[src/hdl/mic_pkg.sv]
// Constants for the miscellaneous I/O, clock ratio and reset block
package mic_pkg;
  // Register offsets (chosen, byte address = 4 * index)
  localparam logic [7:0] ADDR_I2C_CTRL = 8'h00;
  localparam logic [7:0] ADDR_DDC_CTRL = 8'h04;
  localparam logic [7:0] ADDR_SEQ_GPO = 8'h08;
  localparam logic [7:0] ADDR_GOP_CTRL = 8'h0C;
  localparam logic [7:0] ADDR_OSEL = 8'h10;
  localparam logic [7:0] ADDR_RATIO = 8'h14;
  localparam logic [7:0] ADDR_STRAP = 8'h18;
  localparam logic [7:0] ADDR_PCLK_STAT = 8'h1C;
  // Field positions in the serial port control registers
  localparam int SP_CLK_OUT = 0;
  localparam int SP_DAT_OUT = 1;
  localparam int SP_CLK_IN = 2;
  localparam int SP_DAT_IN = 3;
  localparam int SP_EN = 4;
  // Field positions elsewhere
  localparam int GPO_BIT = 0;
  localparam int OSEL_BIT = 4;
  // Reset values
  localparam logic [7:0] RST_SP_CTRL = 8'h00;
  localparam logic [7:0] RST_BYTE = 8'h00;
  localparam logic [1:0] RST_RATIO = 2'h0;
  // Clock ratio encodings
  localparam logic [1:0] RATIO_2X = 2'h0;
  localparam logic [1:0] RATIO_3X = 2'h1;
  localparam logic [1:0] RATIO_4X = 2'h2;
  localparam logic [1:0] RATIO_RSVD = 2'h3;
  // Delayed CPU reset, two clock periods
  localparam int CPU_RST_DELAY = 2;
  // Width of strap bus
  localparam int STRAP_W = 8;
endpackage

[src/hdl/mic_misc_io.sv]
// Miscellaneous I/O: bit-bang serial ports, general outputs, clock, reset
//
// The placing of the registers and the plain strobed port were left to the implementer.
`timescale 1ns/10ps
module mic_misc_io
  import mic_pkg::*;
(
  // Clock and reset
  input wire logic mclk_i,
  input wire logic reset_i,
  // Register port
  input wire logic [7:0] addr_i,
  input wire logic [7:0] wdata_i,
  input wire logic wr_i,
  input wire logic rd_i,
  output logic [7:0] rdata_o,
  // First serial port pins
  input wire logic first_serial_clock_line_i,
  output logic first_serial_clock_line_o,
  output logic first_serial_clock_line_oe_o,
  input wire logic first_serial_data_line_i,
  output logic first_serial_data_line_o,
  output logic first_serial_data_line_oe_o,
  // Monitor serial port pins
  input wire logic monitor_serial_clock_line_i,
  output logic monitor_serial_clock_line_o,
  output logic monitor_serial_clock_line_oe_o,
  input wire logic monitor_serial_data_line_i,
  output logic monitor_serial_data_line_o,
  output logic monitor_serial_data_line_oe_o,
  // General outputs
  output logic general_output_pin_o,
  output logic general_output_port_pin_o,
  // PCI clock, straps, CPU reset
  input wire logic pci_clk_i,
  input wire logic [STRAP_W-1:0] strap_i,
  output logic [1:0] clock_ratio_o,
  output logic cpu_reset_n_o,
  output logic cpu_reset_delayed_n_o
);

  logic [7:0] i2c_bitbang_control_ff;
  logic [7:0] ddc_bitbang_control_ff;
  logic [7:0] seq_gpo_ff;
  logic [7:0] gop_ctrl_ff;
  logic [7:0] osel_ff;
  logic [1:0] clock_ratio_config_ff;
  logic [STRAP_W-1:0] strap_ff;
  logic strap_pend_ff;
  logic [2:0] sp1c_sync_ff;
  logic [2:0] sp1d_sync_ff;
  logic [2:0] sp2c_sync_ff;
  logic [2:0] sp2d_sync_ff;
  logic [2:0] pclk_sync_ff;
  logic sp1c_lvl_ff;
  logic sp1d_lvl_ff;
  logic sp2c_lvl_ff;
  logic sp2d_lvl_ff;
  logic pclk_lvl_ff;
  logic [7:0] pclk_cnt_ff;
  logic [7:0] pclk_period_ff;
  logic [7:0] nxt_rdata;
  logic [CPU_RST_DELAY-1:0] cpu_rst_pipe_ff;

  // Combine a control byte with sampled pin levels
  function automatic logic [7:0] sp_read(input logic [7:0] ctrl,
                                         input logic clk_lvl,
                                         input logic dat_lvl);
    logic [7:0] v;
    v = 8'h00;
    v[SP_CLK_OUT] = ctrl[SP_CLK_OUT];
    v[SP_DAT_OUT] = ctrl[SP_DAT_OUT];
    v[SP_EN] = ctrl[SP_EN];
    v[SP_CLK_IN] = clk_lvl;
    v[SP_DAT_IN] = dat_lvl;
    return v;
  endfunction

  // Software writes to the control registers
  always_ff @(posedge mclk_i or posedge reset_i)
  begin
    if (reset_i)
    begin
      i2c_bitbang_control_ff <= RST_SP_CTRL;
      ddc_bitbang_control_ff <= RST_SP_CTRL;
      seq_gpo_ff <= RST_BYTE;
      gop_ctrl_ff <= RST_BYTE;
      osel_ff <= RST_BYTE;
      clock_ratio_config_ff <= RST_RATIO;
    end
    else if (wr_i)
    begin
      unique case (addr_i)
        ADDR_I2C_CTRL: i2c_bitbang_control_ff <= wdata_i;
        ADDR_DDC_CTRL: ddc_bitbang_control_ff <= wdata_i;
        ADDR_SEQ_GPO: seq_gpo_ff <= wdata_i;
        ADDR_GOP_CTRL: gop_ctrl_ff <= wdata_i;
        ADDR_OSEL: osel_ff <= wdata_i;
        ADDR_RATIO:
        begin
          if (wdata_i[1:0] != RATIO_RSVD)
            clock_ratio_config_ff <= wdata_i[1:0];
        end
        default: ;
      endcase
    end
  end

  // Three-stage synchronisers for pins and the PCI clock
  always_ff @(posedge mclk_i or posedge reset_i)
  begin
    if (reset_i)
    begin
      sp1c_sync_ff <= 3'h7;
      sp1d_sync_ff <= 3'h7;
      sp2c_sync_ff <= 3'h7;
      sp2d_sync_ff <= 3'h7;
      pclk_sync_ff <= 3'h0;
    end
    else
    begin
      sp1c_sync_ff <= {sp1c_sync_ff[1:0], first_serial_clock_line_i};
      sp1d_sync_ff <= {sp1d_sync_ff[1:0], first_serial_data_line_i};
      sp2c_sync_ff <= {sp2c_sync_ff[1:0], monitor_serial_clock_line_i};
      sp2d_sync_ff <= {sp2d_sync_ff[1:0], monitor_serial_data_line_i};
      pclk_sync_ff <= {pclk_sync_ff[1:0], pci_clk_i};
    end
  end

  // Accept a level once stages two and three agree
  always_ff @(posedge mclk_i or posedge reset_i)
  begin
    if (reset_i)
    begin
      sp1c_lvl_ff <= 1'b1;
      sp1d_lvl_ff <= 1'b1;
      sp2c_lvl_ff <= 1'b1;
      sp2d_lvl_ff <= 1'b1;
      pclk_lvl_ff <= 1'b0;
    end
    else
    begin
      if (sp1c_sync_ff[1] == sp1c_sync_ff[2])
        sp1c_lvl_ff <= sp1c_sync_ff[2];
      if (sp1d_sync_ff[1] == sp1d_sync_ff[2])
        sp1d_lvl_ff <= sp1d_sync_ff[2];
      if (sp2c_sync_ff[1] == sp2c_sync_ff[2])
        sp2c_lvl_ff <= sp2c_sync_ff[2];
      if (sp2d_sync_ff[1] == sp2d_sync_ff[2])
        sp2d_lvl_ff <= sp2d_sync_ff[2];
      if (pclk_sync_ff[1] == pclk_sync_ff[2])
        pclk_lvl_ff <= pclk_sync_ff[2];
    end
  end

  // Measure PCI clock period in host clocks for ratio checking
  always_ff @(posedge mclk_i or posedge reset_i)
  begin
    if (reset_i)
    begin
      pclk_cnt_ff <= 8'h00;
      pclk_period_ff <= 8'h00;
    end
    else if (pclk_sync_ff[1] == pclk_sync_ff[2] &&
             pclk_sync_ff[2] && !pclk_lvl_ff)
    begin
      pclk_period_ff <= pclk_cnt_ff + 8'h01;
      pclk_cnt_ff <= 8'h00;
    end
    else if (pclk_cnt_ff != 8'hFF)
      pclk_cnt_ff <= pclk_cnt_ff + 8'h01;
  end

  // Pin drive: enable follows SP_EN, so an enabled line is driven high and low; released when port disabled
  always_ff @(posedge mclk_i or posedge reset_i)
  begin
    if (reset_i)
    begin
      first_serial_clock_line_o <= 1'b0;
      first_serial_clock_line_oe_o <= 1'b0;
      first_serial_data_line_o <= 1'b0;
      first_serial_data_line_oe_o <= 1'b0;
      monitor_serial_clock_line_o <= 1'b0;
      monitor_serial_clock_line_oe_o <= 1'b0;
      monitor_serial_data_line_o <= 1'b0;
      monitor_serial_data_line_oe_o <= 1'b0;
    end
    else
    begin
      first_serial_clock_line_o <= i2c_bitbang_control_ff[SP_CLK_OUT];
      first_serial_clock_line_oe_o <= i2c_bitbang_control_ff[SP_EN];
      first_serial_data_line_o <= i2c_bitbang_control_ff[SP_DAT_OUT];
      first_serial_data_line_oe_o <= i2c_bitbang_control_ff[SP_EN];
      monitor_serial_clock_line_o <= ddc_bitbang_control_ff[SP_CLK_OUT];
      monitor_serial_clock_line_oe_o <= ddc_bitbang_control_ff[SP_EN];
      monitor_serial_data_line_o <= ddc_bitbang_control_ff[SP_DAT_OUT];
      monitor_serial_data_line_oe_o <= ddc_bitbang_control_ff[SP_EN];
    end
  end
  // General outputs and ratio output
  always_ff @(posedge mclk_i or posedge reset_i)
  begin
    if (reset_i)
    begin
      general_output_pin_o <= 1'b0;
      general_output_port_pin_o <= 1'b0;
      clock_ratio_o <= RST_RATIO;
    end
    else
    begin
      general_output_pin_o <= seq_gpo_ff[GPO_BIT];
      if (!osel_ff[OSEL_BIT])
        general_output_port_pin_o <= gop_ctrl_ff[GPO_BIT];
      clock_ratio_o <= clock_ratio_config_ff;
    end
  end
  // Strap capture on the first edge after reset release
  always_ff @(posedge mclk_i or posedge reset_i)
  begin
    if (reset_i)
    begin
      strap_pend_ff <= 1'b1;
      strap_ff <= '0;
    end
    else if (strap_pend_ff)
    begin
      strap_pend_ff <= 1'b0;
      strap_ff <= strap_i;
    end
  end
  // CPU reset and its two-cycle delayed copy
  always_ff @(posedge mclk_i or posedge reset_i)
  begin
    if (reset_i)
    begin
      cpu_reset_n_o <= 1'b0;
      cpu_reset_delayed_n_o <= 1'b0;
      cpu_rst_pipe_ff <= '0;
    end
    else
    begin
      cpu_reset_n_o <= 1'b1;
      cpu_rst_pipe_ff <= {cpu_rst_pipe_ff[CPU_RST_DELAY-2:0], 1'b1};
      cpu_reset_delayed_n_o <= cpu_rst_pipe_ff[CPU_RST_DELAY-1];
    end
  end
  // Read mux; status bits reflect sampled pin levels
  always_comb
  begin
    nxt_rdata = 8'h00;
    unique case (addr_i)
      ADDR_I2C_CTRL: nxt_rdata = sp_read(i2c_bitbang_control_ff,
                                         sp1c_lvl_ff, sp1d_lvl_ff);
      ADDR_DDC_CTRL: nxt_rdata = sp_read(ddc_bitbang_control_ff,
                                         sp2c_lvl_ff, sp2d_lvl_ff);
      ADDR_SEQ_GPO: nxt_rdata = seq_gpo_ff;
      ADDR_GOP_CTRL: nxt_rdata = gop_ctrl_ff;
      ADDR_OSEL: nxt_rdata = osel_ff;
      ADDR_RATIO: nxt_rdata = {6'h00, clock_ratio_config_ff};
      ADDR_STRAP: nxt_rdata = strap_ff;
      ADDR_PCLK_STAT: nxt_rdata = pclk_period_ff;
      default: nxt_rdata = 8'h00;
    endcase
  end
  // Read data one cycle after the strobe, zero otherwise
  always_ff @(posedge mclk_i or posedge reset_i)
  begin
    if (reset_i)
      rdata_o <= 8'h00;
    else
      rdata_o <= rd_i ? nxt_rdata : 8'h00;
  end
  property p_sp1_drive;
    @(posedge mclk_i) disable iff (reset_i)
    1'b1 |=> first_serial_clock_line_o == $past(i2c_bitbang_control_ff[0])
      && first_serial_data_line_o == $past(i2c_bitbang_control_ff[1]);
  endproperty
  a_sp1_drive: assert property (p_sp1_drive)
    else $error("first serial port drive mismatch");
  property p_sp1_en;
    @(posedge mclk_i) disable iff (reset_i)
    !i2c_bitbang_control_ff[4] |=> !first_serial_clock_line_oe_o
      && !first_serial_data_line_oe_o;
  endproperty
  a_sp1_en: assert property (p_sp1_en)
    else $error("first serial port driven while disabled");
  property p_sp2_drive;
    @(posedge mclk_i) disable iff (reset_i)
    ddc_bitbang_control_ff[4] |=> monitor_serial_clock_line_oe_o
      && monitor_serial_data_line_o == $past(ddc_bitbang_control_ff[1]);
  endproperty
  a_sp2_drive: assert property (p_sp2_drive)
    else $error("monitor serial port drive mismatch");
  property p_gpo;
    @(posedge mclk_i) disable iff (reset_i)
    $changed(seq_gpo_ff[0]) |=> general_output_pin_o == $past(seq_gpo_ff[0]);
  endproperty
  a_gpo: assert property (p_gpo)
    else $error("general output pin does not follow register");
  property p_gop;
    @(posedge mclk_i) disable iff (reset_i)
    !osel_ff[4] |=> general_output_port_pin_o == $past(gop_ctrl_ff[0]);
  endproperty
  a_gop: assert property (p_gop)
    else $error("output port pin does not mirror control");
  property p_ratio;
    @(posedge mclk_i) disable iff (reset_i)
    clock_ratio_config_ff != 2'h3;
  endproperty
  a_ratio: assert property (p_ratio)
    else $error("reserved clock ratio stored");
  property p_rst_delay;
    @(posedge mclk_i) disable iff (reset_i)
    $rose(cpu_reset_n_o) |-> !cpu_reset_delayed_n_o ##2
      cpu_reset_delayed_n_o;
  endproperty
  a_rst_delay: assert property (p_rst_delay)
    else $error("delayed cpu reset not two cycles late");
  property p_strap;
    @(posedge mclk_i) disable iff (reset_i)
    $fell(strap_pend_ff) |-> strap_ff == $past(strap_i);
  endproperty
  a_strap: assert property (p_strap)
    else $error("straps not captured at reset release");
endmodule

[config.mk]
export PLATFORM = sky130hd
export DESIGN_NAME = mic_misc_io
export DESIGN_NICKNAME = d
export VERILOG_FILES = /design/src/hdl/mic_pkg.sv /design/src/hdl/mic_misc_io.sv
export SDC_FILE = /design/constraint.sdc
export NUM_CORES = 1
export LEC_CHECK = 0
export ABC_AREA = 1
export BUFFER_PORTS_ARGS = -buffer_cell sky130_fd_sc_hd__buf_2
export CORE_AREA = 8 8 94 96
export CTS_CLUSTER_SIZE = 40
export DETAILED_ROUTE_END_ITERATION = 8
export DIE_AREA = 0 0 102 104
export HOLD_SLACK_MARGIN = 0.15
export MAX_ROUTING_LAYER = met4
export PLACE_DENSITY = 0.79
export SLEW_MARGIN = 25
export SYNTH_ARGS = -nofsm -noshare
export SYNTH_HDL_FRONTEND = slang
export SYNTH_SLANG_ARGS = --single-unit
[constraint.sdc]
create_clock -name mclk_i -period 3.2 [get_ports mclk_i]
set_input_delay 0 -clock mclk_i [delete_from_list [all_inputs] [get_ports mclk_i]]
set_output_delay 0 -clock mclk_i [all_outputs]
set_load 0.02 [all_outputs]
==> flow_summary_export.csv <==
group,metric,value,unit
synth,syn_area,4060,um^2
layout,fillCellCount,620,
layout,multiInputGateArea,1330,um^2
clocking,clock_sink_count,98,
power_and_ir_drop,power.share.clock,32.3,%
critical_path,crit_top_cell,"nand2_1",
outcome,status,"completed",
routing,vias,3017,
power_and_ir_drop,p_sw,0.678,mW
synth,synth_top_cell_by_area,"dfrtp_1",
routing,drt_pass1_iterations,4,
power_and_ir_drop,power,2.62,mW
synth,synth-async-reset-ratio,100,%
timing,whs,160,ps
layout,n_antenna_cell,0,
power_and_ir_drop,powerDensity,537,nW/um^2
place,dp_hpwl,5960,um
clocking,clk_latency,360,ps
synth,synth_edf_count,0,
timing,slew_violations,0,
critical_path,required,3490,ps
clocking,cts_setup_buffers,0,
clocking,root_buffer,"clkbuf_8",
critical_path,cp.buffers_inverters,4,
power_and_ir_drop,p_leak,2.39,nW
floorplan,die_area,10600,um^2
critical_path,critPathLaunchType,"input port",
clocking,post_cts_resized,0,
power_and_ir_drop,switching_share,25.9,%
routing,wire_per_inst,14.3,um
timing,hold_viol,0,
layout,design_area,4880,um^2
floorplan,fp.dieH,104,um
power_and_ir_drop,ir_drop,0.000294,V
synth,yosysSeqAreaShare,60.9,%
synth,ys_seq_elements,98,
clocking,clockBufferDepth,2,
routing,avgViaCountPerCell,5.05,
grt,antenna_found_initial,0,
timing,maxSlewHeadroom,38.6,%
clocking,cts_buffers,9,
critical_path,cpPeakStageDelay,550,ps
power_and_ir_drop,internal_power,1.94,mW
routing,drt_wl_total,8560,um
synth,synthTopCellsByCount,"dfrtp_1, nand2_1, nand3_1",
routing,drt_iter0_drc,136,
power_and_ir_drop,comb_power_share,11.9,%
timing,worst_slack,1240,ps
critical_path,path_cells,"dlygate4sd3_1, buf_2, nor2_1, nand2_1, inv_2, nand2_2, nor2_2, nand2_1, nand2_1, dlygate4sd3_1",
floorplan,rows,32,
timing,timing.final.crit_share,61.2,%
critical_path,cp-end-kind,"flop",
grt,grt_pass1_wl,14400,um
floorplan,core,7450,um^2
layout,final_nets,526,
clocking,cts_tree,"yes",
place,place.gp.congestion,0.828,
clocking,clk_pin_slew_worst_paths,100,ps
routing,drc,0,
synth,synthTopCellsByArea,"dfrtp_1, dfstp_2, nand2_1",
timing,tightest_slew,914,ps
synth,ys.flop_type,"dfrtp_1",
synth,synth_cell_type_count,30,
job,cap_violations,0,
floorplan,start_util,54.5,%
floorplan,io_pins,55,
clocking,htreeDepth,3,
grt,grt.total_usage,17.6,%
synth,synth_top_area_share,49.9,%
place,port_buffers,54,
synth,post-synth-top-count-cell,"dfrtp_1",
critical_path,cpLargestDelayFamily,"buffers and inverters",
power_and_ir_drop,pwr-share-seq,55.7,%
synth,syn_inst,409,
place,dpl-instance-area,4390,um^2
place,place_ws,1360,ps
layout,drive_above_1_share,24.2,%
grt,grt_pass1_vias,3018,
synth,yosys_warnings,0,
timing,rsz0062_at_grt,"false",
layout,regArea,2470,um^2
critical_path,critPathMaxFanout,13,
timing,setup-tns-final,0,ps
floorplan,die_width,102,um
routing,antenna_left,0,
timing,finalClockSkew,12.8,ps
synth,avgSynthCellArea,9.93,um^2
min_path,hold_path.class,"in -> reg",
timing,period_needed,1960,ps
critical_path,arrival,2250,ps
timing,setup_viol,0,
grt,grt_max_degree,41,
timing,clock.fmax,511,MHz
synth,synthesis.nets,444,
layout,area_growth_syn_to_layout,20.1,%
critical_path,crit_slowest_cell,"dlygate4sd3_1",
critical_path,worstSetupPathType,"in -> reg",
grt,grt_overflow_total,0,
## through the flow
step | std cells | util (%)
after floorplan | 409 | -
after global placement | 554 | 58.9
after detailed placement | 554 | 58.9
after CTS | 598 | 65.5
after global routing | 598 | 65.5
final | 598 | 65.5
## registers in the layout, summed over array words and instances (netlist names), 2 cells and up
register and flops:
gop_ctrl_ff 8, osel_ff 8, pclk_cnt_ff 8, pclk_period_ff 8, rdata_o 8, seq_gpo_ff 8
strap_ff 8, ddc_bitbang_control_ff 3, i2c_bitbang_control_ff 3, pclk_sync_ff 3, sp1c_sync_ff 3, sp1d_sync_ff 3
sp2c_sync_ff 3, sp2d_sync_ff 3, clock_ratio_config_ff 2, clock_ratio_o 2, cpu_rst_pipe_ff 2
## metal layers
layer / wire [um] / global-route usage (%) / up-vias / part of all wire [%]
met5: 0 / - / - / 0
met3: 485 / 3.88 / 11 / 5.7
li1: - / - / 1474 / -
met1: 3750 / 21.5 / 1448 / 44
met2: 4170 / 27.4 / 84 / 49
met4: 161 / 7.35 / 0 / 1.9
## cell families (layout without fill, tap and decap cells)
| logic type | count (synthesis) | count (layout) | share of synthesized area (%) |
|---|---|---|---|
| other | 2 | 2 | 0.185 |
| adder cells (fa/ha/maj) | 6 | 6 | 1.60 |
| buffers and inverters | 59 | 146 | 6.41 |
| flip-flops | 98 | 98 | 60.9 |
| XOR/XNOR | 6 | 6 | 1.29 |
| AND/OR/NAND/NOR | 172 | 172 | 20.2 |
| AO/OA/AOI/OAI | 60 | 60 | 7.77 |
| multiplexers | 6 | 6 | 1.66 |
## cell type report
| cell class | instances | area share (%) |
|---|---|---|
| clock buffers | 10 | 2.62 |
| clock inverters | 6 | 1.67 |
| inverters | 46 | 3.57 |
| multi-input cells | 252 | 27.2 |
| flip-flops and latches | 98 | 50.7 |
| well taps | 102 | 2.62 |
| repair buffers | 84 | 11.6 |
## tightest hold or removal path, delay by kind of cell
family	cells	cell delay (ps)
AO/OA/AOI/OAI	1	120
AND/OR/NAND/NOR	2	240
buffers and inverters	1	130
## power groups by stage
stage                     registers [mW]  logic (mW)  clock network, mW
after global routing                1.47       0.352              0.902
final                               1.46       0.312              0.846
after global placement              1.47       0.277                  0
after CTS                           1.46       0.315              0.860
after detailed placement            1.48       0.288                  0
after floorplan                     1.47       0.183                  0
## what timing repair did
| action | CTS | global route |
|---|---|---|
| setup endpoints to repair | 0 | 0 |
| endpoints found under the hold margin | 91 | 0 |
| hold buffers | 28 | 0 |
## cells in the final DEF, fill, tap and decap left out, types with 3 or more instances in the layout
cell           Yosys  final
a21oi_1           13     13
buf_2              4     54
clkbuf_8           0      9
clkinv_1           2      3
clkinv_2           0      3
dfrtp_1           81     81
dfstp_2           17     17
dlygate4sd3_1      0     28
inv_1             41     40
inv_2              3      3
maj3_1             4      4
mux2_2             6      6
nand2_1           77     77
nand2_2            6      6
nand3_1           46     46
nor2_1            29     29
nor2_2             4      4
nor2_4             4      4
o21ai_0           42     42
o21ai_2            4      4
xnor2_1            3      3
xor2_1             3      3
## worst paths after layout
kind / startpoint / endpoint / slack [ps] / cells past startpoint
min in group asynchronous: reset_i / cpu_rst_pipe_ff[0] / 250 / 3
setup reg to reg: pclk_sync_ff[2] / pclk_cnt_ff[0] / 1300 / 8
max in group asynchronous: reset_i / sp2d_sync_ff[2] / 2090 / 4
setup / recovery: addr_i[2] / osel_ff[7] / 1240 / 10
hold reg to reg: sp2d_sync_ff[0] / sp2d_sync_ff[1] / 360 / 0
hold / removal: addr_i[3] / seq_gpo_ff[1] / 160 / 4
Power figures use the tool's default switching activity.
